`src/include/cpg_pkg.sv`:
```
package cpg_pkg;
	// Pin counts
	localparam int MAX_PINS = 64;
	localparam int PORT_PINS = 8;
	localparam int DFLT_PINS = 1;
	// Register byte offsets
	localparam logic [7:0] OFS_CFG = 8'h00;
	localparam logic [7:0] OFS_OUT_LO = 8'h04;
	localparam logic [7:0] OFS_OUT_HI = 8'h08;
	localparam logic [7:0] OFS_LVL_LO = 8'h0c;
	localparam logic [7:0] OFS_LVL_HI = 8'h10;
	localparam logic [7:0] OFS_DRV_IDX = 8'h14;
	localparam logic [7:0] OFS_DRV_MODE = 8'h18;
	localparam logic [7:0] OFS_STATUS = 8'h1c;
	// Configuration field positions
	localparam int CFG_W = 17;
	localparam int B_IN_CLK_EXT = 0;
	localparam int B_IN_EN_EXT = 1;
	localparam int B_IN_RST_EXT = 2;
	localparam int B_OUT_CLK_EXT = 3;
	localparam int B_OUT_EN_EXT = 4;
	localparam int B_OUT_RST_EXT = 5;
	localparam int B_IN_SYNC = 6;
	localparam int B_OUT_MODE = 8;
	localparam int B_OE_USED = 10;
	localparam int B_IN_HW = 11;
	localparam int B_OUT_HW = 12;
	localparam int B_BIDIR = 13;
	localparam int B_BUS_XCVR = 14;
	localparam int B_OUT_SYNC = 15;
	// External control lines, index into the synchroniser bank
	localparam int X_IN_CLK = 0;
	localparam int X_IN_EN = 1;
	localparam int X_IN_RST = 2;
	localparam int X_OUT_CLK = 3;
	localparam int X_OUT_EN = 4;
	localparam int X_OUT_RST = 5;
	localparam int X_W = 6;
	// Drive modes, eight of them
	typedef enum logic [2:0] {
		DM_HIZ_ANALOG = 3'h0,
		DM_HIZ_DIGITAL = 3'h1,
		DM_PULL_UP = 3'h2,
		DM_PULL_DOWN = 3'h3,
		DM_OD_LOW = 3'h4,
		DM_OD_HIGH = 3'h5,
		DM_STRONG = 3'h6,
		DM_PULL_UPDN = 3'h7
	} cpg_drive_e;
	// Synchronisation depth
	typedef enum logic [1:0] {
		SY_DOUBLE = 2'h0,
		SY_SINGLE = 2'h1,
		SY_BYPASS = 2'h2
	} cpg_sync_e;
	// Source of the value put on the pin
	typedef enum logic [1:0] {
		OM_DATA = 2'h0,
		OM_CLOCK = 2'h1,
		OM_CLOCK_INV = 2'h2
	} cpg_omode_e;
	// Pin type chosen at build time
	typedef enum logic [1:0] {
		PT_OUTPUT = 2'h0,
		PT_INPUT = 2'h1,
		PT_ANALOG = 2'h2,
		PT_BIDIR = 2'h3
	} cpg_ptype_e;
	// Reset values
	localparam logic [63:0] OUT_VAL_RST = 64'h0;
	localparam logic [5:0] DRV_IDX_RST = 6'h0;
	localparam logic [1:0] IN_SYNC_RST = 2'h0;
	localparam logic [1:0] OUT_SYNC_RST = 2'h2;
endpackage

```
`src/include/cpg_sync_if.sv`:
```
`timescale 1ns/1ps
// Carries one synchronisation stage's controls and data
interface cpg_sync_if;
	logic adv; // Stage clock tick
	logic en; // Stage clock enable
	logic rst; // Stage reset
	logic [1:0] mode; // Depth selection
	logic [63:0] d; // Data into the stage
	logic [63:0] q; // Data out of the stage
	modport stage (input adv, input en, input rst, input mode, input d,
		output q);
	modport ctrl (output adv, output en, output rst, output mode, output d,
		input q);
endinterface

```
`src/hdl/cpg_pin_group.sv`:
```
`timescale 1ns/1ps
module cpg_pin_group #(
	parameter int PIN_COUNT = cpg_pkg::DFLT_PINS,
	parameter bit SPANNING = 1'b0, // Group may span ports
	parameter cpg_pkg::cpg_ptype_e PIN_TYPE = cpg_pkg::PT_OUTPUT
) (
	input wire logic I_CLK,
	input wire logic I_SYS_RST,
	input wire logic [7:0] I_AVS_ADDRESS,
	input wire logic I_AVS_READ,
	input wire logic I_AVS_WRITE,
	input wire logic [31:0] I_AVS_WRITEDATA,
	input wire logic [3:0] I_AVS_BYTEENABLE,
	output logic [31:0] O_AVS_READDATA,
	output logic O_AVS_WAITREQUEST,
	input wire logic I_IN_CLK,
	input wire logic I_IN_EN,
	input wire logic I_IN_RST,
	input wire logic I_OUT_CLK,
	input wire logic I_OUT_EN,
	input wire logic I_OUT_RST,
	input wire logic [PIN_COUNT-1:0] I_HW_OUT,
	input wire logic [PIN_COUNT-1:0] I_HW_OE,
	output logic [PIN_COUNT-1:0] O_HW_IN,
	input wire logic [PIN_COUNT-1:0] I_PIN_IN,
	output logic [PIN_COUNT-1:0] O_PIN_OUT,
	output logic [PIN_COUNT-1:0] O_PIN_OE,
	output logic [PIN_COUNT-1:0] O_PULL_UP,
	output logic [PIN_COUNT-1:0] O_PULL_DN
);
	import cpg_pkg::*;

	// Pins actually served; a single-port group stops at eight
	localparam int EFF_PINS = (!SPANNING && PIN_COUNT > PORT_PINS) ?
		PORT_PINS : PIN_COUNT;
	// Mask of served pins
	localparam logic [63:0] PIN_MASK = (EFF_PINS == MAX_PINS) ? '1 :
		((64'h1 << EFF_PINS) - 64'h1);
	// Drive mode after reset, chosen by pin type
	localparam cpg_drive_e DRV_RST =
		(PIN_TYPE == PT_INPUT) ? DM_HIZ_DIGITAL :
		(PIN_TYPE == PT_ANALOG) ? DM_HIZ_ANALOG :
		(PIN_TYPE == PT_BIDIR) ? DM_OD_LOW : DM_STRONG;
	// Hardware connections after reset, chosen by pin type
	localparam logic IN_HW_RST = (PIN_TYPE == PT_INPUT) ||
		(PIN_TYPE == PT_BIDIR);
	localparam logic OUT_HW_RST = (PIN_TYPE == PT_BIDIR);
	localparam logic BIDIR_RST = (PIN_TYPE == PT_BIDIR);
	// Configuration after reset
	localparam logic [CFG_W-1:0] CFG_RST =
		(CFG_W'(OUT_SYNC_RST) << B_OUT_SYNC) |
		(CFG_W'(BIDIR_RST) << B_BIDIR) |
		(CFG_W'(OUT_HW_RST) << B_OUT_HW) |
		(CFG_W'(IN_HW_RST) << B_IN_HW) |
		(CFG_W'(IN_SYNC_RST) << B_IN_SYNC);
	// Served pin count as shown in the status word
	localparam logic [6:0] EFF_CNT = 7'(EFF_PINS);

	// Whole module state
	typedef struct packed {
		logic [CFG_W-1:0] cfg; // Configuration word
		logic [63:0] out_val; // pin_output_value register
		logic [63:0][2:0] drv; // Per-pin drive mode
		logic [5:0] drv_idx; // Pin selected for mode access
		logic [63:0] lvl; // pin_level_readback register
		logic [63:0] pin_m; // First pin synchroniser flop
		logic [63:0] pin_s; // Second pin synchroniser flop
		logic [X_W-1:0] ext_m; // First control synchroniser flop
		logic [X_W-1:0] ext_s; // Second control synchroniser flop
		logic in_clk_d; // Delayed input clock for edges
		logic out_clk_d; // Delayed output clock for edges
		logic wait_n; // Low while a bus answer stands
		logic [31:0] rdata; // Read data
		logic [63:0] pin_out; // Pin output level
		logic [63:0] pin_oe; // Pin driver enable
		logic [63:0] pu; // Pull-up enable
		logic [63:0] pd; // Pull-down enable
		logic [63:0] hw_in; // Level to on-chip logic
	} cpg_top_s;

	cpg_top_s st_r;
	cpg_top_s st_nxt;

	cpg_sync_if in_if(); // Input stage link
	cpg_sync_if out_if(); // Output stage link

	logic [63:0] pin_ext; // Pins widened to the full group
	logic [63:0] hw_out_ext; // Logic data widened
	logic [63:0] hw_oe_ext; // Logic enables widened
	logic [63:0] src; // Data into the output stage
	logic fwd_lvl; // Forwarded clock level
	logic in_hw; // Input connected, bidir included
	logic out_hw; // Output connected, bidir included
	logic [63:0] drv_out; // Per-pin driver output
	logic [63:0] drv_oe; // Per-pin driver enable
	logic [63:0] drv_pu; // Per-pin pull-up
	logic [63:0] drv_pd; // Per-pin pull-down
	logic [31:0] rd_mux; // Selected read value
	logic [31:0] wmask; // Byte lane mask

	assign pin_ext = 64'(I_PIN_IN);
	assign hw_out_ext = 64'(I_HW_OUT);
	assign hw_oe_ext = 64'(I_HW_OE);

	// Bidirectional acts as both hardware connections
	assign in_hw = st_r.cfg[B_IN_HW] || st_r.cfg[B_BIDIR];
	assign out_hw = st_r.cfg[B_OUT_HW] || st_r.cfg[B_BIDIR];

	// Input stage controls; defaults are tick, enabled, no reset
	always_comb begin
		if (st_r.cfg[B_IN_CLK_EXT]) begin
			in_if.adv = st_r.ext_s[X_IN_CLK] && !st_r.in_clk_d;
		end else begin
			in_if.adv = 1'b1;
		end
		in_if.en = st_r.cfg[B_IN_EN_EXT] ? st_r.ext_s[X_IN_EN] : 1'b1;
		in_if.rst = st_r.cfg[B_IN_RST_EXT] && st_r.ext_s[X_IN_RST];
		in_if.mode = st_r.cfg[B_IN_SYNC +: 2];
		in_if.d = st_r.pin_s;
	end

	// Output stage controls, with the same defaults; the stage enable
	// also gates a forwarded clock in the source selection below
	always_comb begin
		if (st_r.cfg[B_OUT_CLK_EXT]) begin
			out_if.adv = st_r.ext_s[X_OUT_CLK] && !st_r.out_clk_d;
		end else begin
			out_if.adv = 1'b1;
		end
		out_if.en = st_r.cfg[B_OUT_EN_EXT] ? st_r.ext_s[X_OUT_EN] : 1'b1;
		out_if.rst = st_r.cfg[B_OUT_RST_EXT] && st_r.ext_s[X_OUT_RST];
		out_if.mode = st_r.cfg[B_OUT_SYNC +: 2];
		out_if.d = src;
	end

	// Output source: clock forwarding or data
	always_comb begin
		fwd_lvl = st_r.cfg[B_OUT_CLK_EXT] && st_r.ext_s[X_OUT_CLK] &&
			out_if.en;
		if (st_r.cfg[B_OUT_MODE +: 2] == OM_CLOCK) begin
			src = {64{fwd_lvl}};
		end else if (st_r.cfg[B_OUT_MODE +: 2] == OM_CLOCK_INV) begin
			src = {64{~fwd_lvl}};
		end else if (out_hw) begin
			src = hw_out_ext;
		end else begin
			src = st_r.out_val;
		end
	end

	cpg_sync_stage u_in_stage (
		.i_clk(I_CLK),
		.i_rst(I_SYS_RST),
		.s(in_if.stage)
	);

	cpg_sync_stage u_out_stage (
		.i_clk(I_CLK),
		.i_rst(I_SYS_RST),
		.s(out_if.stage)
	);

	// Per-pin driver according to its drive mode
	genvar gi;
	generate
		for (gi = 0; gi < MAX_PINS; gi++) begin : g_pin
			logic [2:0] mode; // Effective mode
			logic d; // Data for this pin
			logic hw_en; // Hardware enable for this pin
			always_comb begin
				mode = st_r.drv[gi];
				if (st_r.cfg[B_BUS_XCVR] && mode != DM_STRONG) begin
					mode = DM_OD_LOW;
				end
				d = out_if.q[gi];
				hw_en = !(st_r.cfg[B_OE_USED] && out_hw) || hw_oe_ext[gi];
				drv_out[gi] = d;
				drv_oe[gi] = 1'b0;
				drv_pu[gi] = 1'b0;
				drv_pd[gi] = 1'b0;
				// Pull-up and pull-down modes drive one level hard, a pull holds the other; up-down mode only pulls
				case (mode)
					DM_STRONG: begin
						drv_oe[gi] = 1'b1;
					end
					DM_OD_LOW: begin
						drv_out[gi] = 1'b0;
						drv_oe[gi] = !d;
					end
					DM_OD_HIGH: begin
						drv_out[gi] = 1'b1;
						drv_oe[gi] = d;
					end
					DM_PULL_UP: begin
						drv_out[gi] = 1'b0;
						drv_oe[gi] = !d;
						drv_pu[gi] = 1'b1;
					end
					DM_PULL_DOWN: begin
						drv_out[gi] = 1'b1;
						drv_oe[gi] = d;
						drv_pd[gi] = 1'b1;
					end
					DM_PULL_UPDN: begin
						drv_pu[gi] = d;
						drv_pd[gi] = !d;
					end
					default: begin
						drv_oe[gi] = 1'b0;
					end
				endcase
				// Enable low or unserved pin leaves it high impedance
				if (!hw_en || !PIN_MASK[gi]) begin
					drv_oe[gi] = 1'b0;
					drv_pu[gi] = 1'b0;
					drv_pd[gi] = 1'b0;
				end
			end
		end
	endgenerate

	// Byte lane mask for writes
	assign wmask = {{8{I_AVS_BYTEENABLE[3]}}, {8{I_AVS_BYTEENABLE[2]}},
		{8{I_AVS_BYTEENABLE[1]}}, {8{I_AVS_BYTEENABLE[0]}}};

	// Read decode; unmapped addresses read as zero
	always_comb begin
		if (I_AVS_ADDRESS == OFS_CFG) begin
			rd_mux = 32'(st_r.cfg);
		end else if (I_AVS_ADDRESS == OFS_OUT_LO) begin
			rd_mux = st_r.out_val[31:0];
		end else if (I_AVS_ADDRESS == OFS_OUT_HI) begin
			rd_mux = st_r.out_val[63:32];
		end else if (I_AVS_ADDRESS == OFS_LVL_LO) begin
			rd_mux = st_r.lvl[31:0];
		end else if (I_AVS_ADDRESS == OFS_LVL_HI) begin
			rd_mux = st_r.lvl[63:32];
		end else if (I_AVS_ADDRESS == OFS_DRV_IDX) begin
			rd_mux = 32'(st_r.drv_idx);
		end else if (I_AVS_ADDRESS == OFS_DRV_MODE) begin
			rd_mux = 32'(st_r.drv[st_r.drv_idx]);
		end else if (I_AVS_ADDRESS == OFS_STATUS) begin
			rd_mux = {23'h0, EFF_CNT, st_r.pin_out[0], fwd_lvl};
		end else begin
			rd_mux = 32'h0;
		end
	end

	// Next state of the whole block
	always_comb begin
		st_nxt = st_r;
		// Two-flop synchronisers for pins and control lines; only the
		// second flop of each pair is read by any other logic
		st_nxt.pin_m = pin_ext;
		st_nxt.pin_s = st_r.pin_m;
		st_nxt.ext_m = {I_OUT_RST, I_OUT_EN, I_OUT_CLK, I_IN_RST, I_IN_EN,
			I_IN_CLK};
		st_nxt.ext_s = st_r.ext_m;
		st_nxt.in_clk_d = st_r.ext_s[X_IN_CLK];
		st_nxt.out_clk_d = st_r.ext_s[X_OUT_CLK];
		// Sensed level always lands in readback
		st_nxt.lvl = in_if.q & PIN_MASK;
		// Level reaches on-chip logic only when connected
		st_nxt.hw_in = in_hw ? (in_if.q & PIN_MASK) : 64'h0;
		st_nxt.pin_out = drv_out;
		st_nxt.pin_oe = drv_oe;
		st_nxt.pu = drv_pu;
		st_nxt.pd = drv_pd;
		// Bus: take the request, answer one cycle later. A write lands on
		// the answering edge, while the master still holds address and data.
		if (st_r.wait_n) begin
			if (I_AVS_READ || I_AVS_WRITE) begin
				st_nxt.wait_n = 1'b0;
				st_nxt.rdata = I_AVS_READ ? rd_mux : 32'h0;
			end
		end else begin
			st_nxt.wait_n = 1'b1;
			if (I_AVS_WRITE) begin
				if (I_AVS_ADDRESS == OFS_CFG) begin
					st_nxt.cfg = (st_r.cfg & ~wmask[CFG_W-1:0]) |
						(I_AVS_WRITEDATA[CFG_W-1:0] & wmask[CFG_W-1:0]);
				end else if (I_AVS_ADDRESS == OFS_OUT_LO) begin
					st_nxt.out_val[31:0] = (st_r.out_val[31:0] & ~wmask) |
						(I_AVS_WRITEDATA & wmask);
				end else if (I_AVS_ADDRESS == OFS_OUT_HI) begin
					st_nxt.out_val[63:32] = (st_r.out_val[63:32] & ~wmask) |
						(I_AVS_WRITEDATA & wmask);
				end else if (I_AVS_ADDRESS == OFS_DRV_IDX) begin
					if (I_AVS_BYTEENABLE[0]) begin
						st_nxt.drv_idx = I_AVS_WRITEDATA[5:0];
					end
				end else if (I_AVS_ADDRESS == OFS_DRV_MODE) begin
					if (I_AVS_BYTEENABLE[0]) begin
						st_nxt.drv[st_r.drv_idx] = I_AVS_WRITEDATA[2:0];
					end
				end
			end
		end
	end

	// State register with synchronous reset
	always_ff @(posedge I_CLK) begin
		if (I_SYS_RST) begin
			st_r <= '0;
			st_r.cfg <= CFG_RST;
			st_r.out_val <= OUT_VAL_RST;
			st_r.drv <= {MAX_PINS{DRV_RST}};
			st_r.drv_idx <= DRV_IDX_RST;
			st_r.wait_n <= 1'b1;
		end else begin
			st_r <= st_nxt;
		end
	end

	// Outputs straight from flops
	assign O_AVS_READDATA = st_r.rdata;
	assign O_AVS_WAITREQUEST = st_r.wait_n;
	assign O_HW_IN = st_r.hw_in[PIN_COUNT-1:0];
	assign O_PIN_OUT = st_r.pin_out[PIN_COUNT-1:0];
	assign O_PIN_OE = st_r.pin_oe[PIN_COUNT-1:0];
	assign O_PULL_UP = st_r.pu[PIN_COUNT-1:0];
	assign O_PULL_DN = st_r.pd[PIN_COUNT-1:0];
endmodule

```
`src/hdl/cpg_sync_stage.sv`:
```
`timescale 1ns/1ps
// One- or two-flop synchronising stage with tick, enable and reset
module cpg_sync_stage (
	input wire logic i_clk,
	input wire logic i_rst,
	cpg_sync_if.stage s
);
	import cpg_pkg::*;

	// Whole stage state
	typedef struct packed {
		logic [63:0] f1; // First flop
		logic [63:0] f2; // Second flop
	} cpg_stage_s;

	cpg_stage_s st_r;
	cpg_stage_s st_nxt;

	// Next state: reset wins, then a ticked and enabled shift
	always_comb begin
		st_nxt = st_r;
		if (s.rst) begin
			st_nxt = '0;
		end else if (s.adv && s.en) begin
			st_nxt.f1 = s.d;
			st_nxt.f2 = st_r.f1;
		end
	end

	// State register
	always_ff @(posedge i_clk) begin
		if (i_rst) begin
			st_r <= '0;
		end else begin
			st_r <= st_nxt;
		end
	end

	// Depth selection; bypass passes straight through
	always_comb begin
		if (s.mode == SY_BYPASS) begin
			s.q = s.d;
		end else if (s.mode == SY_SINGLE) begin
			s.q = st_r.f1;
		end else begin
			s.q = st_r.f2;
		end
	end
endmodule

```
`config.mk`:
```
export PLATFORM = sky130hd
export DESIGN_NAME = cpg_pin_group
export DESIGN_NICKNAME = d
export VERILOG_FILES = /design/src/include/cpg_pkg.sv /design/src/include/cpg_sync_if.sv /design/src/hdl/cpg_pin_group.sv /design/src/hdl/cpg_sync_stage.sv
export SDC_FILE = /design/constraint.sdc
export NUM_CORES = 1
export LEC_CHECK = 0
export BUFFER_PORTS_ARGS = -buffer_cell sky130_fd_sc_hd__buf_2
export CORE_MARGIN = 2
export CORE_UTILIZATION = 38
export CTS_BUF_LIST = sky130_fd_sc_hd__clkbuf_4 sky130_fd_sc_hd__clkbuf_8
export CTS_CLUSTER_DIAMETER = 150
export CTS_CLUSTER_SIZE = 8
export DETAILED_ROUTE_END_ITERATION = 10
export PLACE_DENSITY_LB_ADDON = 0.05
export SETUP_SLACK_MARGIN = 0.1
export SYNTH_ARGS = -nofsm -noshare
export SYNTH_HDL_FRONTEND = slang
export SYNTH_SLANG_ARGS = --single-unit
```
`constraint.sdc`:
```
create_clock -name I_CLK -period 4.4 [get_ports I_CLK]
set_input_delay 0 -clock I_CLK [delete_from_list [all_inputs] [get_ports I_CLK]]
set_output_delay 0 -clock I_CLK [all_outputs]
set_load 0.1 [all_outputs]
```
After elaboration in Yosys (flattened, before gate mapping)
Index checks and enable logic that the tools add are counted.
{"block": "word_totals", "reg_bits": 413, "out_inout_bits": 38}
{"block": "classes", "n_lt_le_gt_ge": 2, "n_eq_ne": 20, "muxes": 31, "n_bitwise": 18, "reduce_logical": 33}
{"op": "bitwise mux 192 bit", "count": 1}
{"op": "two-way mux 32 bit", "count": 6}
{"op": "AND 32 bit", "count": 3}
{"op": "OR 32 bit", "count": 2}
{"op": "two-way mux 7 bit", "count": 5}
{"op": "AND 17 bit", "count": 2}
{"op": "two-way mux 33 bit", "count": 1}
{"op": "equality test 8 x 5 -> 1 bit (second input constant)", "count": 4}
{"op": "NOT 32 bit", "count": 1}
{"op": "binary-select mux 3 bit (select 6 bit)", "count": 1}
{"op": "demux 3 bit (select 6 bit)", "count": 1}
{"op": "NOT 17 bit", "count": 1}
{"op": "OR 17 bit", "count": 1}
{"op": "equality test 8 x 4 -> 1 bit (second input constant)", "count": 2}
{"op": "two-way mux 3 bit", "count": 5}
{"op": "OR reduction 2 bit", "count": 7}
{"op": "equality test 3 bit (second input constant)", "count": 4}
{"op": "logical AND 1 bit", "count": 11}
{"op": "equality test 8 x 3 -> 1 bit (second input constant)", "count": 1}
{"op": "zero test 8 bit", "count": 1}
{"op": "NOT 1 bit", "count": 8}
{"op": "AND reduction 8 bit", "count": 1}
{"op": "less-than comparator 6 x 7 -> 1 bit (second input constant)", "count": 1}
{"op": "AND reduction 7 bit", "count": 1}
{"op": "other kinds (15)", "count": 33}

Logic depth before layout (Yosys ltp)
Gate-level depths: netlist of the first run.
{"block": "depth", "word_depth": 12, "ltp_mapped": 10, "mapped_depth_nobuf": 6}

Modules after synthesis
From an unflattened synthesis of the first run, not the netlist that was laid out.
{"block": "unflattened", "hier_cells": 3298, "area_unflattened_um2": 29404.5}
{"module": "cpg_pin_group", "n_inst": 1, "cells_per_inst": 1818, "area_per_inst_um2": 15761.4, "seq_area_each_um2": 6686.4}
{"module": "cpg_sync_stage", "n_inst": 2, "cells_per_inst": 740, "area_per_inst_um2": 6821.5, "seq_area_each_um2": 2562.5}

Least setup slack after synthesis of the first run
OpenSTA, ideal clock, no wires.
{"block": "synth_path", "path_kind": "reg2reg", "start": "register st_r (netlist bit O_AVS_WAITREQUEST)", "end": "register st_r[659] (netlist name)", "setup_ps": 120, "arrival_ps": 2454, "path_slack_ps": 1827, "path_stages_with_launch": 9, "path_buffers": 3, "path_cell_list": "dfxtp_1 -> and3b_1 -> and4_1 -> buf_4 -> and3_1 -> buf_2 -> clkbuf_1 -> and3_1 -> a211o_1"}
{"block": "synth_via", "elab_chain_len": 2}
{"element": "start, declared", "line_no": "cpg_pin_group.sv:81", "source": "cpg_top_s st_r;"}
{"element": "start signal, assigned", "line_no": "cpg_pin_group.sv:311", "source": "st_r <= st_nxt;"}
{"element": "NOT 1 bit (no source line)"}
{"element": "AND reduction 8 bit (no source line)"}
Every way passes these cells.
A chain may end at the register's enable or synchronous reset.

Worst setup path after layout of the first run
{"block": "layout_path", "start": "register st_r[560] (netlist name)", "end": "register st_r[612] (netlist name)"}
{"block": "layout_via", "elab_chain_len": 5}
{"element": "less-than comparator 6 x 7 -> 1 bit (not written as such) or greater-or-equal comparator 6 x 1 -> 1 bit (tied branches)", "line_no": "cpg_pin_group.sv:294", "source": "st_nxt.drv[st_r.drv_idx] = I_AVS_WRITEDATA[2:0];"}
{"element": "logical AND 1 bit (not written as such)", "line_no": "cpg_pin_group.sv:294"}
{"element": "two-way mux 3 bit (not written as such)", "line_no": "cpg_pin_group.sv:294"}
{"element": "demux 3 bit (select 6 bit) *", "line_no": "cpg_pin_group.sv:294"}
{"element": "bitwise mux 192 bit *", "line_no": "cpg_pin_group.sv:294"}
Every way passes the cells marked *; elsewhere a longest branch is shown, timed or not.

==> metrics.csv, run 1 <==
stage,metric,value,unit
status,status,finished clean,
global_route,largest net degree at the start of global routing,114,
cts,Clock Path Buffers,3,
floorplanning,overall die area,42500,um^2
critical_path,"Arr. time, crit path",3.66,ns
yosys,Synth Instances,1729,
global_route,initial antenna violation count,1,
placed_design,IO Port Bufs,94,
route,Routed WL per cell,22.6,um
cts,cts bufs inserted,48,
layout,# diodes,0,
power,Design Power,5520,uW
min_path,Hold Crit Class,in2reg,
floorplanning,row cnt,74,
timing,unrepaired setup endpoints after global routing,false,
global_route,GRT Total Usage,24.5,%
placed_design,Post-DP HPWL,33.6,mm
floorplanning,DIE WIDTH,206,um
critical_path,worst r2r src,st_r[560],
route,Routed WL,52.4,mm
route,DR DRC count,0,
critical_path,CP Class,reg2reg,
route,Vias/cell,5.75,
timing,Setup WS post-layout,1.24,ns
yosys,"count leader, synth",dfxtp_1,
cts,Worst-Skew Late Latency,0.67,ns
placed_design,Placed Cells,2211,
layout,area delta synth->final,11.8,%
yosys,synth cell count leaders,"dfxtp_1, nor2_1, nand2_1, mux2i_1, clkbuf_1",
timing,Fin Hold WS,0.0330,ns
power,Leak,0.00613,uW
timing,final period utilization,71.9,%
yosys,Yosys cell types,71,
cts,Root Buffer,clkbuf_8,
global_route,vias in the first global route,12694,
global_route,first-pass GRT wire length,79.6,mm
route,Antenna Nets Post-Route,0,
critical_path,CP Launch Type,register,
route,Detailed Routing Iterations Pass 1,5,
route,number of DRC markers in iteration 0,1050,
cts,"Reg clk slew, reported paths",0.07,ns
layout,Finished Layout Cells,2318,
floorplanning,num ports,95,
yosys,Mapped Area,15500,um^2
cts,CTS tree,yes,
layout,layout cells sized above 1,14.1,%
timing,shortest period the worst path allows,3.16,ns
timing,final setup skew,0.0663,ns
timing,Max Fclk,316,MHz
yosys,Synth async-reset ratio,0,%
floorplanning,initial core utilization,38.3,%
yosys,"Primary FF master, synth",dfxtp_1,
yosys,Seq cells post-synth,338,
cts,# Post-CTS Setup Buffers,0,
yosys,Post-synth EDFFs,0,
placed_design,GPL Wtd Cong,0.901,
yosys,proportion of netlist area held by the largest area contributor,43.6,%
critical_path,CP Launch Point,st_r[560],
cts,H-tree depth,2,
yosys,Syn Nets,1786,
flow_run,Max Cap Violations,0,
cts,CTS Sinks,338,
yosys,Yosys top cell by area,dfxtp_1,
timing,Slew @ Worst Pin,1.45,ns
min_path,startpoint of the worst hold path,I_AVS_WRITEDATA[0],
yosys,Ys Warns,0,
critical_path,Worst Path Max Fanout,47,
timing,Final Hold Viols,0,
global_route,GRT Residual Overflow,0,
power,pwr/cell area,318,nW/um^2
timing,Final Max Tran Viols,0,
route,DR vias,13332,
yosys,synth top area cells,"dfxtp_1, mux2i_1, a211o_1",
timing,setup violators final,0,
layout,Final nets,1841,
power,Worst VDD drop,0.221,mV
placed_design,Post-Place Setup Slack,1.29,ns
floorplanning,Core ar.,40600,um^2
floorplanning,die height,206,um
yosys,register area share after synthesis,43.6,%
critical_path,crit end category,register,
timing,final setup TNS,0,ns
yosys,Avg Inst Size Synth,8.97,um^2
timing,Slew HR,3.24,%
critical_path,CP required,4.89,ns
## what timing repair did
action	CTS	global route
hold buffers	55	0
resized for setup	0	0
hold endpoints to repair	138	0
## final timing paths
path            endpoint  slack [ns]  depth (start not counted)
max            st_r[612]        1.24                          6
min            st_r[676]        0.03                          3
max reg2reg    st_r[612]        1.24                          6
min reg2reg  st_nxt[354]        0.43                          1
## layout make-up
class | count | area (um^2)
clock buffer | 48 | 661
clock inverter | 4 | 40.0
fill | 4082 | 23200
inverter | 14 | 52.6
multi-input combinational | 1191 | 7800
sequential | 338 | 6770
tap | 532 | 666
timing repair buffer | 191 | 1360
## cells by family after synthesis
kind of cell	after synthesis	synth area share, %
XOR/XNOR	2	0.113
AND/OR/NAND/NOR	612	20.8
buffers and inverters	200	6.25
multiplexers	142	9.73
flip-flops	338	43.6
AO/OA/AOI/OAI	435	19.5
## worst max-delay path, cell delays in order (launching register included)
cell and delay [ns]:
dfxtp_2 0.32, buf_4 0.54, and2_1 0.69, nand2_1 0.64
nor2_1 0.44, nor2b_1 0.08, a211o_1 0.27
## metal layers
metal  vias up  GRT usage, %  routed length (um)
met1      6531          34.7               24100
met5         -             0                   0
met3        67          5.12                3750
li1       6303             -                   -
met2       431          37.4               23600
met4         0          6.79                1020
## cell usage in the layout (no fill, tap or decap), types with 41 or more instances in the layout
master,n
a211o_1,92
a21oi_1,87
a22oi_1,41
and3_1,58
buf_2,92
buf_4,42
clkbuf_8,48
dfxtp_1,335
dlygate4sd3_1,55
mux2i_1,116
nand2_1,122
nand3_1,86
nand3b_1,41
nor2_1,163
nor2b_1,66
o21ai_0,95
## metrics by stage
| step | util (%) | area (um^2) |
|---|---|---|
| after floorplan | - | 15500 |
| after global placement | 39.7 | 16100 |
| after detailed placement | 39.7 | 16100 |
| after CTS | 42.8 | 17300 |
| after global routing | 42.8 | 17300 |
| final | 42.8 | 17300 |
## where the power goes
group | switching (uW) | internal, uW | total (uW)
registers | 3.56 | 3070 | 3070
logic | 174 | 83.7 | 257
clock network | 1210 | 979 | 2190
total | 1390 | 4130 | 5520
Power figures use the tool's default switching activity.
==> inputs of run 2 (changes only) <==
clock period = 3.09 ns   (was 4.4 ns; I/O delays follow)
==> run 2 against run 1 <==
Net effect:
- routed wire length is 1.1% lower
- worst setup slack got worse by 0.99 ns
- worst hold slack gained 0.022 ns
- clock-buffer cell count unchanged
- sequential power rose by 42%
- die area unchanged
- global-route usage decreased by 0.29 points
- fmax increased by 11%
- non-clock buffer count rose by 21
- utilization is 0.59 points higher
- highest routed layer unchanged
==> metrics.csv, run 2 (same netlist as run 1, synthesis figures left out) <==
stage,metric,value,unit
status,status,finished clean,
route,DR DRC count,0,
global_route,largest net degree at the start of global routing,123,
layout,"commonest non-fill, non-tap cells in the layout","dfxtp_1, nor2_1, nand2_1, mux2i_1, o21ai_0",
critical_path,Worst Path Max Fanout,24,
global_route,GRT Total Usage,24.2,%
route,Antenna Nets Post-Route,0,
floorplanning,overall die area,42500,um^2
route,Detailed Routing Iterations Pass 1,7,
cts,Worst-Skew Late Latency,0.63,ns
timing,Max Fclk,351,MHz
layout,final core occ,43.4,%
power,internal power,5900,uW
global_route,GRT Residual Overflow,0,
flow_run,Max Cap Violations,0,
global_route,initial antenna violation count,0,
power,pwr/cell area,446,nW/um^2
placed_design,GPL Wtd Cong,0.878,
timing,final setup TNS,0,ns
layout,area occupied by multi-input gates,7790,um^2
power,Leak,0.00628,uW
timing,unrepaired setup endpoints after global routing,false,
layout,Final nets,1862,
timing,Slew @ Worst Pin,1.14,ns
critical_path,crit end category,register,
timing,Setup WS post-layout,0.245,ns
power,Comb pwr share,4.8,%
critical_path,"Arr. time, crit path",3.39,ns
floorplanning,num ports,95,
timing,final setup skew,0.0180,ns
layout,post-layout instance area,17600,um^2
floorplanning,row cnt,74,
layout,"most common cell after layout, fill and taps aside",dfxtp_1,
power,sequential power share,55.8,%
cts,Clock Path Buffers,3,
layout,Fill cells,4086,
power,Worst VDD drop,0.321,mV
critical_path,CP Launch Type,register,
route,number of DRC markers in iteration 0,1085,
timing,Slew HR,23.8,%
route,DR vias,13310,
timing,setup violators final,0,
critical_path,CP Class,reg2reg,
timing,shortest period the worst path allows,2.85,ns
min_path,Hold Crit Class,in2reg,
floorplanning,DIE WIDTH,206,um
global_route,vias in the first global route,12729,
cts,cts bufs inserted,48,
critical_path,CP required,3.64,ns
cts,"Reg clk slew, reported paths",0.07,ns
cts,CTS tree,yes,
cts,H-tree depth,2,
placed_design,Post-Place Setup Slack,0.347,ns
floorplanning,initial core utilization,38.3,%
layout,layout cells sized above 1,15.2,%
floorplanning,Core ar.,40600,um^2
placed_design,IO Port Bufs,94,
timing,Final Max Tran Viols,0,
timing,Final Hold Viols,0,
route,Vias/cell,5.68,
layout,area delta synth->final,13.3,%
power,Net Switching,1950,uW
floorplanning,die height,206,um
global_route,first-pass GRT wire length,78.5,mm
route,Routed WL per cell,22.1,um
power,Clk pwr share,39.4,%
cts,Root Buffer,clkbuf_8,
power,switching power share of the total,24.8,%
cts,CTS Sinks,338,
timing,final period utilization,92.1,%
layout,Reg area,6770,um^2
placed_design,Post-DP HPWL,33.8,mm
placed_design,"Cell Area, Placed",16400,um^2
route,Routed WL,51.9,mm
run 2: cell types whose count changed in the layout (fill, tap and decap cells not counted), sizes merged:
cell / previous run / this run
clkinvlp: 2 / 1
dlygate4sd3: 55 / 52
diode: 0 / 3
buf: 136 / 160
inv: 14 / 16
clkinv: 2 / 1
run 2: timing repair:
item / CTS / global route
hold endpoints to repair: 183 / 0
setup endpoints to repair: 0 / 0
setup buffers: 0 / 0
hold buffers: 52 / 0
resized for setup: 0 / 0
run 2: cell type report:
class	count	area share, %
Antenna cell	3	0.0427
Clock buffer	48	3.76
Clock inverter	4	0.206
Inverter	14	0.299
Multi-Input combinational cell	1191	44.3
Sequential cell	338	38.5
Tap cell	532	3.79
Timing Repair Buffer	212	9.09
run 2: per-layer routing:
layer	track usage (%)	vias to the layer above	share of wire [%]
met3	4.43	75	6.1
met1	34.2	6488	47
met2	37.3	399	45
met4	7.30	0	2.1
li1	-	6348	-
met5	0	-	0
run 2: worst max-delay path, cell delays in order (launching register included):
cell,delay [ns]
dfxtp_2,0.53
buf_12,0.27
nor2_1,0.87
a221oi_1,0.24
nor2_1,0.24
o31a_1,0.18
o21ai_0,0.18
a31oi_1,0.23
run 2: power by group through the flow:
stage / registers [uW] / logic, uW / clock network [uW]
floorplan: 4480 / 173 / 0
CTS: 4370 / 380 / 3210
detailed placement: 4470 / 329 / 0
finish: 4370 / 377 / 3090
global route: 4370 / 403 / 3360
global placement: 4470 / 329 / 0
run 2: worst paths after layout:
path	start	to	slack (ns)	cells after the start
worst max-delay path	st_r[560]	O_AVS_READDATA[1]	0.24	7
worst min-delay path	I_AVS_ADDRESS[7]	register	0.05	6
worst max register to register	st_r[560]	O_AVS_READDATA[1]	0.24	7
worst min register to register	st_nxt[355]	st_nxt[354]	0.44	1
run 2: metrics by stage:
stage	power, uW	hold WS [ns]	cells
finish	7840	0.0548	2342
global route	8140	0.0711	2339
CTS	7960	0.00175	2339
detailed placement	4800	0.219	2235
global placement	4800	0.214	2235
floorplan	4660	0.128	1729
==> inputs of run 3 (changes only) <==
CORE_UTILIZATION = 50   (was 38)
SETUP_SLACK_MARGIN = 0.05   (was 0.1)
SLEW_MARGIN = 20   (was not set)
==> run 3 against run 2 <==
Net effect:
- utilization grew 13 points
- cell count fell by 6.1%
- critical path depth is 3 higher
- total power down 0.67%
- via count increased by 1.4%
- highest routed layer unchanged
==> metrics.csv, run 3 (same netlist as run 1, synthesis figures left out) <==
stage,metric,value,unit
critical_path,CP Launch Type,input pin,
power,sequential power share,56.1,%
timing,setup violators final,0,
power,Net Switching,1890,uW
floorplanning,row cnt,64,
floorplanning,num ports,95,
floorplanning,overall die area,32500,um^2
cts,Root Buffer,clkbuf_8,
global_route,largest net degree at the start of global routing,121,
critical_path,worst reg2reg path depth,5,
route,Detailed Routing Iterations Pass 1,6,
critical_path,instance count on the critical path,10,
floorplanning,die height,180,um
critical_path,Worst Path Buf+Inv,4,
global_route,GRT Residual Overflow,0,
cts,H-tree depth,2,
critical_path,Top delay family on crit path,buffers and inverters,
route,Antenna Nets Post-Route,0,
timing,Slew HR,37.3,%
critical_path,worst r2r src,st_r[560],
floorplanning,initial core utilization,50.7,%
route,DR DRC count,0,
layout,Final nets,1859,
critical_path,reg2reg end,st_r[672],
cts,CTS tree,yes,
cts,CTS Sinks,338,
status,status,finished clean,
timing,shortest period the worst path allows,2.72,ns
floorplanning,Core ar.,30600,um^2
placed_design,IO Port Bufs,94,
critical_path,"Cell Chain, Critical Path",dlygate4sd3_1 > buf_2 > nor4_4 > nand2_2 > nor4_2 > buf_4 > and3_1 > mux2i_1 > nor2_1 > dlygate4sd3_1,
route,number of DRC markers in iteration 0,1363,
critical_path,crit end category,register,
layout,layout cells sized above 1,15.0,%
route,DR vias,13497,
timing,Max Fclk,367,MHz
timing,unrepaired setup endpoints after global routing,false,
layout,# diodes,0,
critical_path,CP Launch Point,I_AVS_ADDRESS[6],
critical_path,CP Class,in2reg,
global_route,GRT Total Usage,28.7,%
cts,Worst-Skew Late Latency,0.61,ns
timing,Final Hold Viols,0,
critical_path,Worst Path Max Fanout,28,
power,Leak,0.00627,uW
layout,area delta synth->final,11.9,%
min_path,Hold Crit Class,in2reg,
global_route,vias in the first global route,12721,
power,switching power share of the total,24.3,%
route,Routed WL per cell,21.8,um
layout,final core occ,56.8,%
timing,Slew @ Worst Pin,0.938,ns
power,internal power,5900,uW
route,Routed WL,47.9,mm
layout,"most common cell after layout, fill and taps aside",dfxtp_1,
power,pwr/cell area,449,nW/um^2
route,Vias/cell,6.14,
placed_design,Post-DP HPWL,31.4,mm
cts,"Reg clk slew, reported paths",0.06,ns
critical_path,CP required,3.58,ns
placed_design,GPL Wtd Cong,0.944,
critical_path,"most used cell, CP",dlygate4sd3_1,
power,Comb pwr share,4.6,%
cts,Clock Path Buffers,3,
critical_path,slowest cell on the critical path,dlygate4sd3_1,
critical_path,CP peak stage delay,0.59,ns
power,Clk pwr share,39.2,%
timing,final period utilization,88.1,%
global_route,first-pass GRT wire length,74.3,mm
timing,final setup skew,0.0246,ns
flow_run,Max Cap Violations,0,
power,Worst VDD drop,0.406,mV
critical_path,R2R Setup Slk,0.46,ns
cts,cts bufs inserted,48,
timing,Final Max Tran Viols,0,
global_route,initial antenna violation count,0,
layout,"commonest non-fill, non-tap cells in the layout","dfxtp_1, nor2_1, nand2_1, mux2i_1, o21ai_0",
layout,Fill cells,2855,
floorplanning,DIE WIDTH,180,um
timing,final setup TNS,0,ns
critical_path,"Arr. time, crit path",3.21,ns
run 3: worst min path at each step:
| stage | cells after the start | startpoint | end |
|---|---|---|---|
| final | 3 | I_AVS_WRITEDATA[0] | st_r[607] |
| after global routing | 3 | I_AVS_WRITEDATA[0] | st_r[601] |
| after CTS | 3 | I_AVS_WRITEDATA[0] | st_r[607] |
| after detailed placement | 2 | I_OUT_CLK | st_nxt[358] |
| after global placement | 2 | I_PIN_IN | st_nxt[367] |
| after floorplan | 1 | I_IN_CLK | st_nxt[355] |
run 3: power groups by stage:
stage	Sequential [uW]	Combinational, uW	Clock [uW]
3_5_place_dp	4470	312	0
5_1_grt	4370	386	3300
6_report	4370	362	3060
3_3_place_gp	4470	312	0
2_1_floorplan	4480	173	0
4_1_cts	4370	360	3140
run 3: what timing repair did:
action                                 4_1_cts  5_1_grt
buffers inserted                             0        0
resized for setup                            0        0
endpoints found under the hold margin      163        0
hold buffers                                53        0
run 3: area by class of cell:
class | instances | area, um^2 | share of cell area, %
clock inverter | 4 | 47.5 | 0.274
clock buffer | 48 | 661 | 3.81
multi-input combinational | 1191 | 7790 | 44.9
tap | 396 | 495 | 2.85
timing repair buffer | 209 | 1540 | 8.88
inverter | 14 | 52.6 | 0.303
sequential | 338 | 6770 | 39.0
run 3: worst min-delay path, stage by stage:
cell     delay (ns)
buf_4          0.37
nand2_1        0.15
a21oi_1        0.06
run 3: metrics by stage:
step	worst slack, ns	hold WS (ns)	cells	cell area [um^2]	power (uW)
global placement	0.583	0.207	2095	16100	4780
floorplan	0.517	0.128	1729	15500	4660
finish	0.368	0.0283	2200	17400	7790
global route	0.209	0.0498	2200	17400	8060
CTS	0.405	0.00554	2200	17400	7870
detailed placement	0.558	0.214	2095	16100	4780
run 3: per-layer routing:
layer | track usage (%) | vias to the layer above | wire, um
met4 | 9.00 | 0 | 1210
li1 | - | 6332 | -
met1 | 40.9 | 6545 | 21700
met3 | 6.12 | 88 | 3890
met5 | 0 | - | 0
met2 | 43.4 | 532 | 21100
